## src/hw/chan_div_pkg.sv

```systemverilog
// constants for the output channel divider block
`default_nettype none
package chan_div_pkg;
   // register byte addresses
   localparam logic [8:0] ADDR_B_ROUTING = 9'h195;
   localparam logic [8:0] ADDR_C_LENGTHS = 9'h196;
   localparam logic [8:0] ADDR_C_CONTROL = 9'h197;
   localparam logic [8:0] ADDR_C_ROUTING = 9'h198;
   localparam logic [8:0] ADDR_STATUS = 9'h1F0;
   // field positions in the phase length register
   localparam int LOW_LEN_MSB = 7;
   localparam int LOW_LEN_LSB = 4;
   localparam int HIGH_LEN_MSB = 3;
   localparam int HIGH_LEN_LSB = 0;
   // field positions in the control register
   localparam int CTL_BYPASS = 7;
   localparam int CTL_SYNC_EXEMPT = 6;
   localparam int CTL_FORCE_STATIC = 5;
   localparam int CTL_START_HIGH = 4;
   localparam int PHASE_MSB = 3;
   localparam int PHASE_LSB = 0;
   // field positions in the routing registers
   localparam int RT_DIRECT = 1;
   localparam int RT_DCC_OFF = 0;
   // field positions in the status register
   localparam int ST_DIV_OUT = 0;
   localparam int ST_RUNNING = 1;
   localparam int ST_SYNC_HELD = 2;
   // reset values
   localparam logic [7:0] RST_C_LENGTHS = 8'h00;
   localparam logic [7:0] RST_C_CONTROL = 8'h00;
   localparam logic [1:0] RST_ROUTING = 2'h0;
   // divider sequencing states
   typedef enum logic [1:0] {
      ST_HOLD = 2'b00,
      ST_DELAY = 2'b01,
      ST_RUN = 2'b10
   } div_state_e;
endpackage : chan_div_pkg
`default_nettype wire

```

## src/hw/div_cfg_if.sv

```systemverilog
// configuration and status bundle between register file and divider core
`timescale 1ns/1ps
`default_nettype none
interface div_cfg_if;
   logic [3:0] low_len;
   logic [3:0] high_len;
   logic [3:0] phase_off;
   logic start_high;
   logic hold;
   logic edge_en;
   logic div_out;
   logic running;
   modport regs (output low_len, output high_len, output phase_off, output start_high, output hold,
                 output edge_en, input div_out, input running);
   modport core (input low_len, input high_len, input phase_off, input start_high, input hold,
                 input edge_en, output div_out, output running);
endinterface : div_cfg_if
`default_nettype wire

```

## src/hw/pin_sync.sv

```systemverilog
// two flip-flop synchroniser for one pin
`timescale 1ns/1ps
`default_nettype none
module pin_sync (
   input wire logic clk,
   input wire logic srst,
   input wire logic rst_val,
   input wire logic pin,
   output logic level
);
   logic meta_ff;
   logic level_ff;

   // first stage feeds only the second stage
   always_ff @(posedge clk) begin
      if (srst) begin
         meta_ff <= 1'b0;
         level_ff <= 1'b0;
      end else begin
         meta_ff <= pin ^ rst_val;
         level_ff <= meta_ff;
      end
   end

   assign level = level_ff ^ rst_val;
endmodule : pin_sync
`default_nettype wire

```

## src/hw/divider_core.sv

```systemverilog
// low/high phase counting divider with start delay
`timescale 1ns/1ps
`default_nettype none
module divider_core (
   input wire logic clk,
   input wire logic srst,
   div_cfg_if.core cfg
);
   chan_div_pkg::div_state_e state_ff;
   chan_div_pkg::div_state_e nxt_state;
   logic [3:0] cnt_ff;
   logic [3:0] nxt_cnt;
   logic out_ff;
   logic nxt_out;
   logic [3:0] cur_len;
   logic phase_end;

   // length of the phase in progress, field plus one cycles
   assign cur_len = out_ff ? cfg.high_len : cfg.low_len;
   assign phase_end = (cnt_ff == cur_len);

   // sequencing: hold at start level, wait phase offset, then toggle per phase
   always_comb begin
      nxt_state = state_ff;
      nxt_cnt = cnt_ff;
      nxt_out = out_ff;
      case (state_ff)
         chan_div_pkg::ST_HOLD: begin
            nxt_out = cfg.start_high;
            nxt_cnt = cfg.phase_off;
            if (!cfg.hold) begin
               nxt_state = chan_div_pkg::ST_DELAY;
            end
         end
         chan_div_pkg::ST_DELAY: begin
            if (cfg.edge_en) begin
               if (cnt_ff == 4'h0) begin
                  nxt_state = chan_div_pkg::ST_RUN;
                  nxt_cnt = 4'h1;
               end else begin
                  nxt_cnt = cnt_ff - 4'h1;
               end
            end
         end
         chan_div_pkg::ST_RUN: begin
            if (cfg.edge_en) begin
               if (phase_end) begin
                  nxt_out = ~out_ff;
                  nxt_cnt = 4'h0;
               end else begin
                  nxt_cnt = cnt_ff + 4'h1;
               end
            end
         end
         default: begin
            nxt_state = chan_div_pkg::ST_HOLD;
         end
      endcase
      // hold wins in every state so a sync or bypass restarts cleanly
      if (cfg.hold) begin
         nxt_state = chan_div_pkg::ST_HOLD;
         nxt_out = cfg.start_high;
         nxt_cnt = cfg.phase_off;
      end
   end

   always_ff @(posedge clk) begin
      if (srst) begin
         state_ff <= chan_div_pkg::ST_HOLD;
         cnt_ff <= 4'h0;
         out_ff <= 1'b0;
      end else begin
         state_ff <= nxt_state;
         cnt_ff <= nxt_cnt;
         out_ff <= nxt_out;
      end
   end

   assign cfg.div_out = out_ff;
   assign cfg.running = (state_ff == chan_div_pkg::ST_RUN);
endmodule : divider_core
`default_nettype wire

```

## src/hw/output_channel_divider.sv

```systemverilog
// channel c divider with its register file and output routing, plus channel b routing
`timescale 1ns/1ps
`default_nettype none
module output_channel_divider (
   input wire logic clk,
   input wire logic srst,
   input wire logic [8:0] addr,
   input wire logic [7:0] wr_data,
   input wire logic wr_stb,
   input wire logic rd_stb,
   output logic [7:0] rd_data,
   input wire logic dist_clk_in,
   input wire logic sync_req_n,
   input wire logic global_route_sel,
   input wire logic chan_b_div_in,
   output logic pair_c_output_first,
   output logic pair_c_output_second,
   output logic pair_b_output_first,
   output logic pair_b_output_second,
   output logic chan_c_dcc_enable,
   output logic chan_b_dcc_enable
);
   ////////////////////////////////////////////////////////////////////////////
   // registers
   logic [7:0] lengths_ff;
   logic [7:0] control_ff;
   logic [1:0] c_routing_ff;
   logic [1:0] b_routing_ff;
   logic [7:0] rd_data_ff;
   logic [7:0] nxt_rd_data;
   logic in_clk_prev_ff;
   logic pair_c_ff;
   logic pair_b_ff;
   // bundle to the core, declared early because the output mux reads it
   div_cfg_if cfg ();

   // decode
   logic sel_b_rt;
   logic sel_c_len;
   logic sel_c_ctl;
   logic sel_c_rt;
   logic sel_status;
   assign sel_b_rt = (addr == chan_div_pkg::ADDR_B_ROUTING);
   assign sel_c_len = (addr == chan_div_pkg::ADDR_C_LENGTHS);
   assign sel_c_ctl = (addr == chan_div_pkg::ADDR_C_CONTROL);
   assign sel_c_rt = (addr == chan_div_pkg::ADDR_C_ROUTING);
   assign sel_status = (addr == chan_div_pkg::ADDR_STATUS);

   ////////////////////////////////////////////////////////////////////////////
   // pin synchronisers
   logic in_clk_lvl;
   logic sync_n_lvl;

   pin_sync u_clk_sync (
      .clk(clk),
      .srst(srst),
      .rst_val(1'b0),
      .pin(dist_clk_in),
      .level(in_clk_lvl)
   );

   // sync pin idles high, so its synchroniser resets to the released level
   pin_sync u_sync_sync (
      .clk(clk),
      .srst(srst),
      .rst_val(1'b1),
      .pin(sync_req_n),
      .level(sync_n_lvl)
   );

   ////////////////////////////////////////////////////////////////////////////
   // control decode
   logic bypass;
   logic sync_exempt;
   logic force_static;
   logic start_high;
   logic force_eff;
   logic sync_active;
   logic in_edge;
   logic div_level;
   logic c_direct_eff;
   logic b_direct_eff;
   logic c_level;
   logic b_level;

   assign bypass = control_ff[chan_div_pkg::CTL_BYPASS];
   assign sync_exempt = control_ff[chan_div_pkg::CTL_SYNC_EXEMPT];
   assign force_static = control_ff[chan_div_pkg::CTL_FORCE_STATIC];
   assign start_high = control_ff[chan_div_pkg::CTL_START_HIGH];
   assign sync_active = ~sync_n_lvl & ~sync_exempt;
   assign force_eff = force_static & sync_exempt & ~bypass;
   assign in_edge = in_clk_lvl & ~in_clk_prev_ff;

   // divider level after bypass and forcing
   assign div_level = bypass ? in_clk_lvl :
                      force_eff ? start_high :
                      cfg.div_out;

   // direct routing only counts while the global selector is clear
   assign c_direct_eff = c_routing_ff[chan_div_pkg::RT_DIRECT] & ~global_route_sel;
   assign b_direct_eff = b_routing_ff[chan_div_pkg::RT_DIRECT] & ~global_route_sel;
   assign c_level = c_direct_eff ? in_clk_lvl : div_level;
   assign b_level = b_direct_eff ? in_clk_lvl : chan_b_div_in;

   ////////////////////////////////////////////////////////////////////////////
   // divider core
   assign cfg.low_len = lengths_ff[chan_div_pkg::LOW_LEN_MSB:chan_div_pkg::LOW_LEN_LSB];
   assign cfg.high_len = lengths_ff[chan_div_pkg::HIGH_LEN_MSB:chan_div_pkg::HIGH_LEN_LSB];
   assign cfg.phase_off = control_ff[chan_div_pkg::PHASE_MSB:chan_div_pkg::PHASE_LSB];
   assign cfg.start_high = start_high;
   // bypass holds the counter at its start state; forcing holds it at start too
   assign cfg.hold = bypass | sync_active | force_eff;
   assign cfg.edge_en = in_edge;

   divider_core u_core (
      .clk(clk),
      .srst(srst),
      .cfg(cfg)
   );

   ////////////////////////////////////////////////////////////////////////////
   // register writes
   always_ff @(posedge clk) begin
      if (srst) begin
         lengths_ff <= chan_div_pkg::RST_C_LENGTHS;
         control_ff <= chan_div_pkg::RST_C_CONTROL;
         c_routing_ff <= chan_div_pkg::RST_ROUTING;
         b_routing_ff <= chan_div_pkg::RST_ROUTING;
      end else if (wr_stb) begin
         if (sel_c_len) begin
            lengths_ff <= wr_data;
         end
         if (sel_c_ctl) begin
            control_ff <= wr_data;
         end
         if (sel_c_rt) begin
            c_routing_ff <= wr_data[1:0];
         end
         if (sel_b_rt) begin
            b_routing_ff <= wr_data[1:0];
         end
      end
   end

   // read mux; unmapped addresses and upper routing bits read zero
   always_comb begin
      nxt_rd_data = 8'h00;
      if (sel_c_len) begin
         nxt_rd_data = lengths_ff;
      end else if (sel_c_ctl) begin
         nxt_rd_data = control_ff;
      end else if (sel_c_rt) begin
         nxt_rd_data = {6'h00, c_routing_ff};
      end else if (sel_b_rt) begin
         nxt_rd_data = {6'h00, b_routing_ff};
      end else if (sel_status) begin
         nxt_rd_data[chan_div_pkg::ST_DIV_OUT] = div_level;
         nxt_rd_data[chan_div_pkg::ST_RUNNING] = cfg.running;
         nxt_rd_data[chan_div_pkg::ST_SYNC_HELD] = sync_active;
      end
   end

   // read data stands one cycle after the strobe only
   always_ff @(posedge clk) begin
      if (srst) begin
         rd_data_ff <= 8'h00;
      end else begin
         rd_data_ff <= rd_stb ? nxt_rd_data : 8'h00;
      end
   end

   // output pair registers; second output is the complement
   always_ff @(posedge clk) begin
      if (srst) begin
         in_clk_prev_ff <= 1'b0;
         pair_c_ff <= 1'b0;
         pair_b_ff <= 1'b0;
      end else begin
         in_clk_prev_ff <= in_clk_lvl;
         pair_c_ff <= c_level;
         pair_b_ff <= b_level;
      end
   end

   assign rd_data = rd_data_ff;
   assign pair_c_output_first = pair_c_ff;
   assign pair_c_output_second = ~pair_c_ff;
   assign pair_b_output_first = pair_b_ff;
   assign pair_b_output_second = ~pair_b_ff;
   // correction itself sits in the analog output stage
   assign chan_c_dcc_enable = ~c_routing_ff[chan_div_pkg::RT_DCC_OFF];
   assign chan_b_dcc_enable = ~b_routing_ff[chan_div_pkg::RT_DCC_OFF];
endmodule : output_channel_divider
`default_nettype wire

```

## config.mk

```make
export PLATFORM = sky130hd
export DESIGN_NAME = output_channel_divider
export DESIGN_NICKNAME = d
export VERILOG_FILES = /design/src/hw/chan_div_pkg.sv /design/src/hw/div_cfg_if.sv /design/src/hw/pin_sync.sv /design/src/hw/divider_core.sv /design/src/hw/output_channel_divider.sv
export SDC_FILE = /design/constraint.sdc
export NUM_CORES = 1
export LEC_CHECK = 0
export ABC_AREA = 1
export BUFFER_PORTS_ARGS = -buffer_cell sky130_fd_sc_hd__clkbuf_2
export CORE_MARGIN = 2
export CORE_UTILIZATION = 55
export CTS_CLUSTER_SIZE = 30
export DETAILED_ROUTE_END_ITERATION = 16
export PLACE_DENSITY = 0.76
export SLEW_MARGIN = 20
export SYNTH_ARGS = -nofsm -noshare
export SYNTH_HDL_FRONTEND = slang
export SYNTH_SLANG_ARGS = --single-unit
```

## constraint.sdc

```tcl
create_clock -name clk -period 1.8 [get_ports clk]
set_input_delay 0 -clock clk [delete_from_list [all_inputs] [get_ports clk]]
set_output_delay 0 -clock clk [all_outputs]
set_load 0.03 [all_outputs]
```

==> results of run 1 <==
critical path: stages (launching register included):
cell and delay, ps:
dfxtp_1 330, inv_1 80, ha_1 290, inv_1 140, nand3_1 90, o21ai_0 70
nand2_1 170, o21ai_0 120, inv_1 60, nand2_1 50, a21oi_1 100
area by class of cell:
type                            count  area (um2)  area share, %
Sequential cell                    42         841           32.4
Multi-Input combinational cell    223        1090           42.1
Clock buffer                        5        68.8           2.65
Timing Repair Buffer               53         325           12.5
Clock inverter                      3        21.3          0.820
Tap cell                           48        60.1           2.32
Inverter                           49         184           7.09
kinds of logic (layout without fill, tap and decap cells):
group / after synthesis / in the layout / synth area share (%)
buffers and inverters: 56 / 110 / 10.5
adder cells (fa/ha/maj): 5 / 5 / 2.90
AND/OR/NAND/NOR: 146 / 146 / 30.0
AO/OA/AOI/OAI: 71 / 71 / 17.1
XOR/XNOR: 1 / 1 / 0.407
flip-flops: 42 / 42 / 39.0
stage by stage:
step           power, mW  worst slack [ps]
6_report            2.71               230
4_1_cts             2.70               198
3_5_place_dp        2.08               230
3_3_place_gp        2.07               317
2_1_floorplan       1.81               421
5_1_grt             2.90              48.1
sequential cells by signal, indices dropped and copies added (netlist names):
name	cells
b_routing_ff	2
u_clk_sync.level_ff	1
control_ff	8
pair_c_output_first	1
u_clk_sync.meta_ff	1
u_core.cnt_ff	4
u_sync_sync.level_ff	1
rd_data	8
lengths_ff	8
u_core.state_ff	2
pair_b_output_first	1
u_core.cfg.div_out	1
in_clk_prev_ff	1
c_routing_ff	2
u_sync_sync.meta_ff	1
placed cells by master (no fill, tap or decap), drive strengths merged:
master	count
nand3	26
nand2	79
inv	49
xor2	1
o21ai	30
a21oi	37
clkinv	2
nor2	30
clkbuf	43
nand4	4
ha	5
dlygate4sd3	9
clkinvlp	1
nor3	5
dfxtp	42
a211oi	3
nor4	2
buf	6
o211ai	1
cell usage after synthesis (3+ instances only):
cell,number
nand2_1,77
nand3_1,26
dfxtp_1,42
clkbuf_1,4
ha_1,5
o21ai_0,28
inv_1,49
a21oi_1,37
a211oi_1,3
nor3_1,5
nor2_1,30
nand4_1,4
metal layers:
layer	share of wire [%]	up-vias	wire length (um)
met5	0	-	0
met4	1.3	0	70
met3	5.7	10	308
met2	48	68	2570
met1	45	995	2440
li1	-	1143	-
worst paths after layout:
path                       from                  end  depth (start not counted)
max reg2reg  u_core.state_ff[0]     u_core.cnt_ff[3]                         10
max          u_core.state_ff[0]     u_core.cnt_ff[3]                         10
min reg2reg  u_clk_sync.meta_ff  u_clk_sync.level_ff                          2
min                  wr_data[6]        control_ff[6]                          3
where the power goes:
part | switching [mW] | total, mW | internal [mW] | leakage, nW
combinational | 0.677 | 1.04 | 0.365 | 0.792
sequential | 0.0604 | 1.06 | 1.00 | 0.341
clock | 0.335 | 0.608 | 0.272 | 0.0441
repair_timing:
| action | in CTS | in global routing |
|---|---|---|
| buffers inserted | 0 | 0 |
| endpoints found under the setup margin | 0 | 1 |
| hold endpoints to repair | 9 | 0 |
| hold buffers | 9 | 0 |
| resized for setup | 0 | 1 |
==> results by group, run 1 <==
Status
  • Status: finished clean

Clocking
  • Skew-Pair Late Insertion Delay: roughly 300 ps
  • Root Buffer: clkbuf_8
  • CTS buffer count: 5
  • # clock sinks: 42
  • Worst-path clk slew: roughly 80 ps
  • CTS tree: done
  • H-tree Lvls: 2
  • Max Buffers Root-to-Sink: 2

STA
  • FMAX: about 0.64 GHz
  • Final Hold Fails: 0
  • Max-slew headroom: 66.5%
  • RSZ-0062 raised after global routing: false
  • Max Transition Viols Final: 0
  • Setup violations, final: 0
  • Fin Hold WS: 9.34 ps
  • Setup TNS Final: 0 ps
  • Final cycle utilization of the critical path: 87.2%
  • Fin Clk Skew: a little over 9 ps
  • Worst slew pin tran: 499 ps
  • Crit path time final: around 1600 ps

Yosys
  • Cell area after synthesis: 2150 um2
  • Syn_area_per_cell: 6.71 um2
  • Synth Net Count: between 300 and 400
  • Async set-reset flop share out of synthesis: 0%
  • Cells after synthesis: 321
  • Yosys warning total: 0
  • Cell taking the most area after synthesis: dfxtp_1
  • Sequential fraction of the synthesis area: just under 40%
  • #FFs+latches synth: 42
  • Main synth FF type: dfxtp_1
  • Largest cells by area after synthesis: dfxtp_1 (39%), nand2_1 (13%), a21oi_1 (8.6%), inv_1 (8.5%), o21ai_0 (6.5%)
  • Post-synth EDFFs: 0
  • Netlist cell types: 20
  • Area share of the largest cell type after synthesis: 39.0%

Floorplan
  • Starting Density: 58.0%
  • Core Rows: 22
  • DIE HEIGHT: 66.6 um
  • Num ports: 39
  • Die Footprint: 4430 um2
  • Core Region: between 3000 and 4000 um2
  • Chip width: between 60 and 70 um

Cells and area
  • NumNets Final: 404
  • Final Cell Area: 2590 um2
  • Filler cells: between 300 and 400
  • Layout area overhead: 20.3%
  • Layout Cells excl Fill: 423
  • Final core utilization: 69.8%
  • # diodes: 0
  • Fraction of layout cells with a size suffix above 1: 15.5%

Routing
  • Drt drc: 0
  • Final antenna-violating net count: 0
  • Drt via density: approximately 5.2
  • Vias after detailed routing: 2,216
  • Drt wl/cell: 12.7 um
  • Total wire length: 5390 um
  • Drt first pass iters: 4
  • Drt first-iter violations: 176

Global route
  • Largest net degree at the start of global routing: 19
  • Met2 Use GR: between 40% and 50%
  • Vias in the first global route: approximately 2.0k
  • GR Util met3: 6.08%
  • Gr usage total: 26.7%
  • Global routing's busiest layer: met2
  • Initial antenna violation count: 0
  • First-pass GRT wire length: 8950 um
  • Congestion Overflow GR: 0
  • M1 GR Usage: 36.2%

Power and ir drop
  • Leak: about 1.2 nW
  • Peak supply drop: 684 uV
  • Power Density: 1050 nW/um2

Worst setup path
  • Critical path type: flip-flop to flip-flop
  • CP max FO: 7
  • CP Launch Type: flip-flop
  • Arr. time, crit path: 1810 ps
  • Crit path capture type: flip-flop
  • CP Data Required Time: 2040 ps
  • Setup slack, reg-to-reg: 230 ps

Placement
  • Number of port buffers: 38
  • DPL Wire Length: just under 4000 um
  • Final Wtd Congestion: ~0.93
  • DP Area: between 2000 and 2500 um2
  • DP Cell Count: 406

Flow run
  • Max-cap violations: 0

Hold path
  • Min-Delay Path Class: primary input to flip-flop
Power figures use the tool's default switching activity.
==> run 2, diff against run 1 <==
Settings changed: CORE_UTILIZATION 55 to 57, CTS_BUF_LIST from default to sky130_fd_sc_hd__clkbuf_2 sky130_fd_sc_hd__clkbuf_4 sky130_fd_sc_hd__clkbuf_8, PLACE_DENSITY 0.76 to default, PLACE_DENSITY_LB_ADDON from default to 0.1.
==> results by group, run 2 (synthesis results as in run 1) <==
Clocking
  • # clock sinks: 42
  • CTS buffer count: 5
  • Max Buffers Root-to-Sink: 2
  • Skew-Pair Late Insertion Delay: between 200 and 300 ps
  • CTS tree: done
  • Worst-path clk slew: 80 ps
  • Post-CTS setup buffers: 0
  • H-tree Lvls: 2
  • Root Buffer: clkbuf_8

Global route
  • First-pass GRT wire length: 9150 um
  • Vias in the first global route: 2,026
  • Initial antenna violation count: 0
  • Gr usage total: 28.0%
  • Congestion Overflow GR: 0
  • Largest net degree at the start of global routing: 17

Floorplan
  • Die Footprint: 4290 um2
  • Starting Density: 58.9%
  • Num ports: 39
  • Chip width: approximately 65 um
  • Core Region: 3660 um2
  • DIE HEIGHT: about 65 um
  • Core Rows: 22

Cells and area
  • Most frequent cells in the layout: nand2_1 (77), inv_1 (49), dfxtp_1 (42), clkbuf_2 (38), a21oi_1 (37)
  • Final core utilization: 71.2%
  • NumNets Final: 405
  • Sequential cell area: 841 um2
  • Layout area overhead: 21.0%
  • Fraction of layout cells with a size suffix above 1: 15.4%
  • Multi-input gate area: around 1100 um2
  • Commonest non-fill, non-tap cell in the layout: nand2_1
  • # diodes: 0
  • Layout Cells excl Fill: 424
  • Filler cells: 327

STA
  • RSZ-0062 raised after global routing: false
  • Setup violations, final: 0
  • Crit path time final: 1620 ps
  • Final Hold Fails: 0
  • Worst slew pin tran: around 550 ps
  • Max Transition Viols Final: 0
  • Final cycle utilization of the critical path: 90.2%
  • Fin Clk Skew: 5.03 ps
  • FMAX: between 0.6 and 0.7 GHz
  • Setup TNS Final: 0 ps
  • Max-slew headroom: 62.7%

Routing
  • Drt drc: 0
  • Drt first pass iters: 5
  • Total wire length: 5290 um
  • Drt first-iter violations: 128
  • Drt via density: around 5.2
  • Drt wl/cell: 12.5 um
  • Final antenna-violating net count: 0
  • Vias after detailed routing: 2,211

Status
  • Status: finished clean

Placement
  • Final Wtd Congestion: 0.956
  • DPL Wire Length: 3820 um
  • Number of port buffers: 38
  • DP Cell Count: 406

Worst setup path
  • CP max FO: 7
  • Critical path type: flip-flop to flip-flop
  • FF-to-FF Start: u_core.state_ff[0]
  • Setup slack, reg-to-reg: roughly 180 ps
  • Crit path from: u_core.state_ff[0]
  • Crit path capture type: flip-flop
  • CP Launch Type: flip-flop
  • CP Data Required Time: 2030 ps
  • Arr. time, crit path: around 1900 ps

Power and ir drop
  • Tot Pwr: 2.73 mW
  • Peak supply drop: about 560 uV
  • Power Density: 1050 nW/um2
  • Leak: around 1.2 nW

Hold path
  • Min-Delay Path Class: primary input to flip-flop
  • Worst Hold Launch: wr_data[1]

Flow run
  • Max-cap violations: 0
[run 2: cell count changes in the layout (fill, tap and decap cells not counted)]
| cell | before | now |
|---|---|---|
| clkinvlp_4 | 1 | 0 |
| clkinv_4 | 1 | 0 |
| dlygate4sd3_1 | 9 | 10 |
| clkbuf_4 | 0 | 1 |
| clkbuf_8 | 5 | 6 |
[run 2: path summary, 6_finish.rpt]
path                                to  depth (start not counted)
setup / recovery      u_core.cnt_ff[3]                         10
hold / removal           lengths_ff[1]                          3
setup reg to reg      u_core.cnt_ff[3]                         10
hold reg to reg   u_sync_sync.level_ff                          2
[run 2: final cells by class]
class | count | area share (%)
Clock inverter | 1 | 0.192
Tap cell | 48 | 2.30
Inverter | 49 | 7.05
Timing Repair Buffer | 54 | 12.9
Clock buffer | 7 | 3.45
Multi-Input combinational cell | 223 | 41.9
Sequential cell | 42 | 32.2
[run 2: worst max-delay path, cell delays in order, from the launching register on]
cell and delay (ps):
dfxtp_1 330, inv_1 80, ha_1 310, inv_1 140, nand3_1 100, o21ai_0 90
nand2_1 170, o21ai_0 120, inv_1 60, nand2_1 50, a21oi_1 100
[run 2: report_power, final]
group          internal [mW]  switching [mW]  total [mW]
registers               1.00          0.0626        1.07
clock network          0.324           0.307       0.631
logic                  0.365           0.668        1.03
[run 2: what timing repair did]
action | in CTS | in global routing
hold buffers | 10 | 0
hold endpoints to repair | 9 | 0
resized for setup | 0 | 1
endpoints found under the setup margin | 0 | 1
[run 2: per-layer routing]
layer | up-vias | wire length (um) | track usage (%)
met5 | - | 0 | 0
met4 | 0 | 87 | 10.2
met3 | 8 | 368 | 6.51
met2 | 93 | 2380 | 43.9
met1 | 969 | 2450 | 37.7
li1 | 1141 | - | -
[run 2: stage by stage]
step                      instance area (um2)  setup slack [ps]  hold WS, ps
after CTS                                2600               210         1.55
after global routing                     2610              16.7         16.8
after floorplan                          2150               421         66.7
after global placement                   2410               315          151
final                                    2610               177         2.06
after detailed placement                 2410               227          154
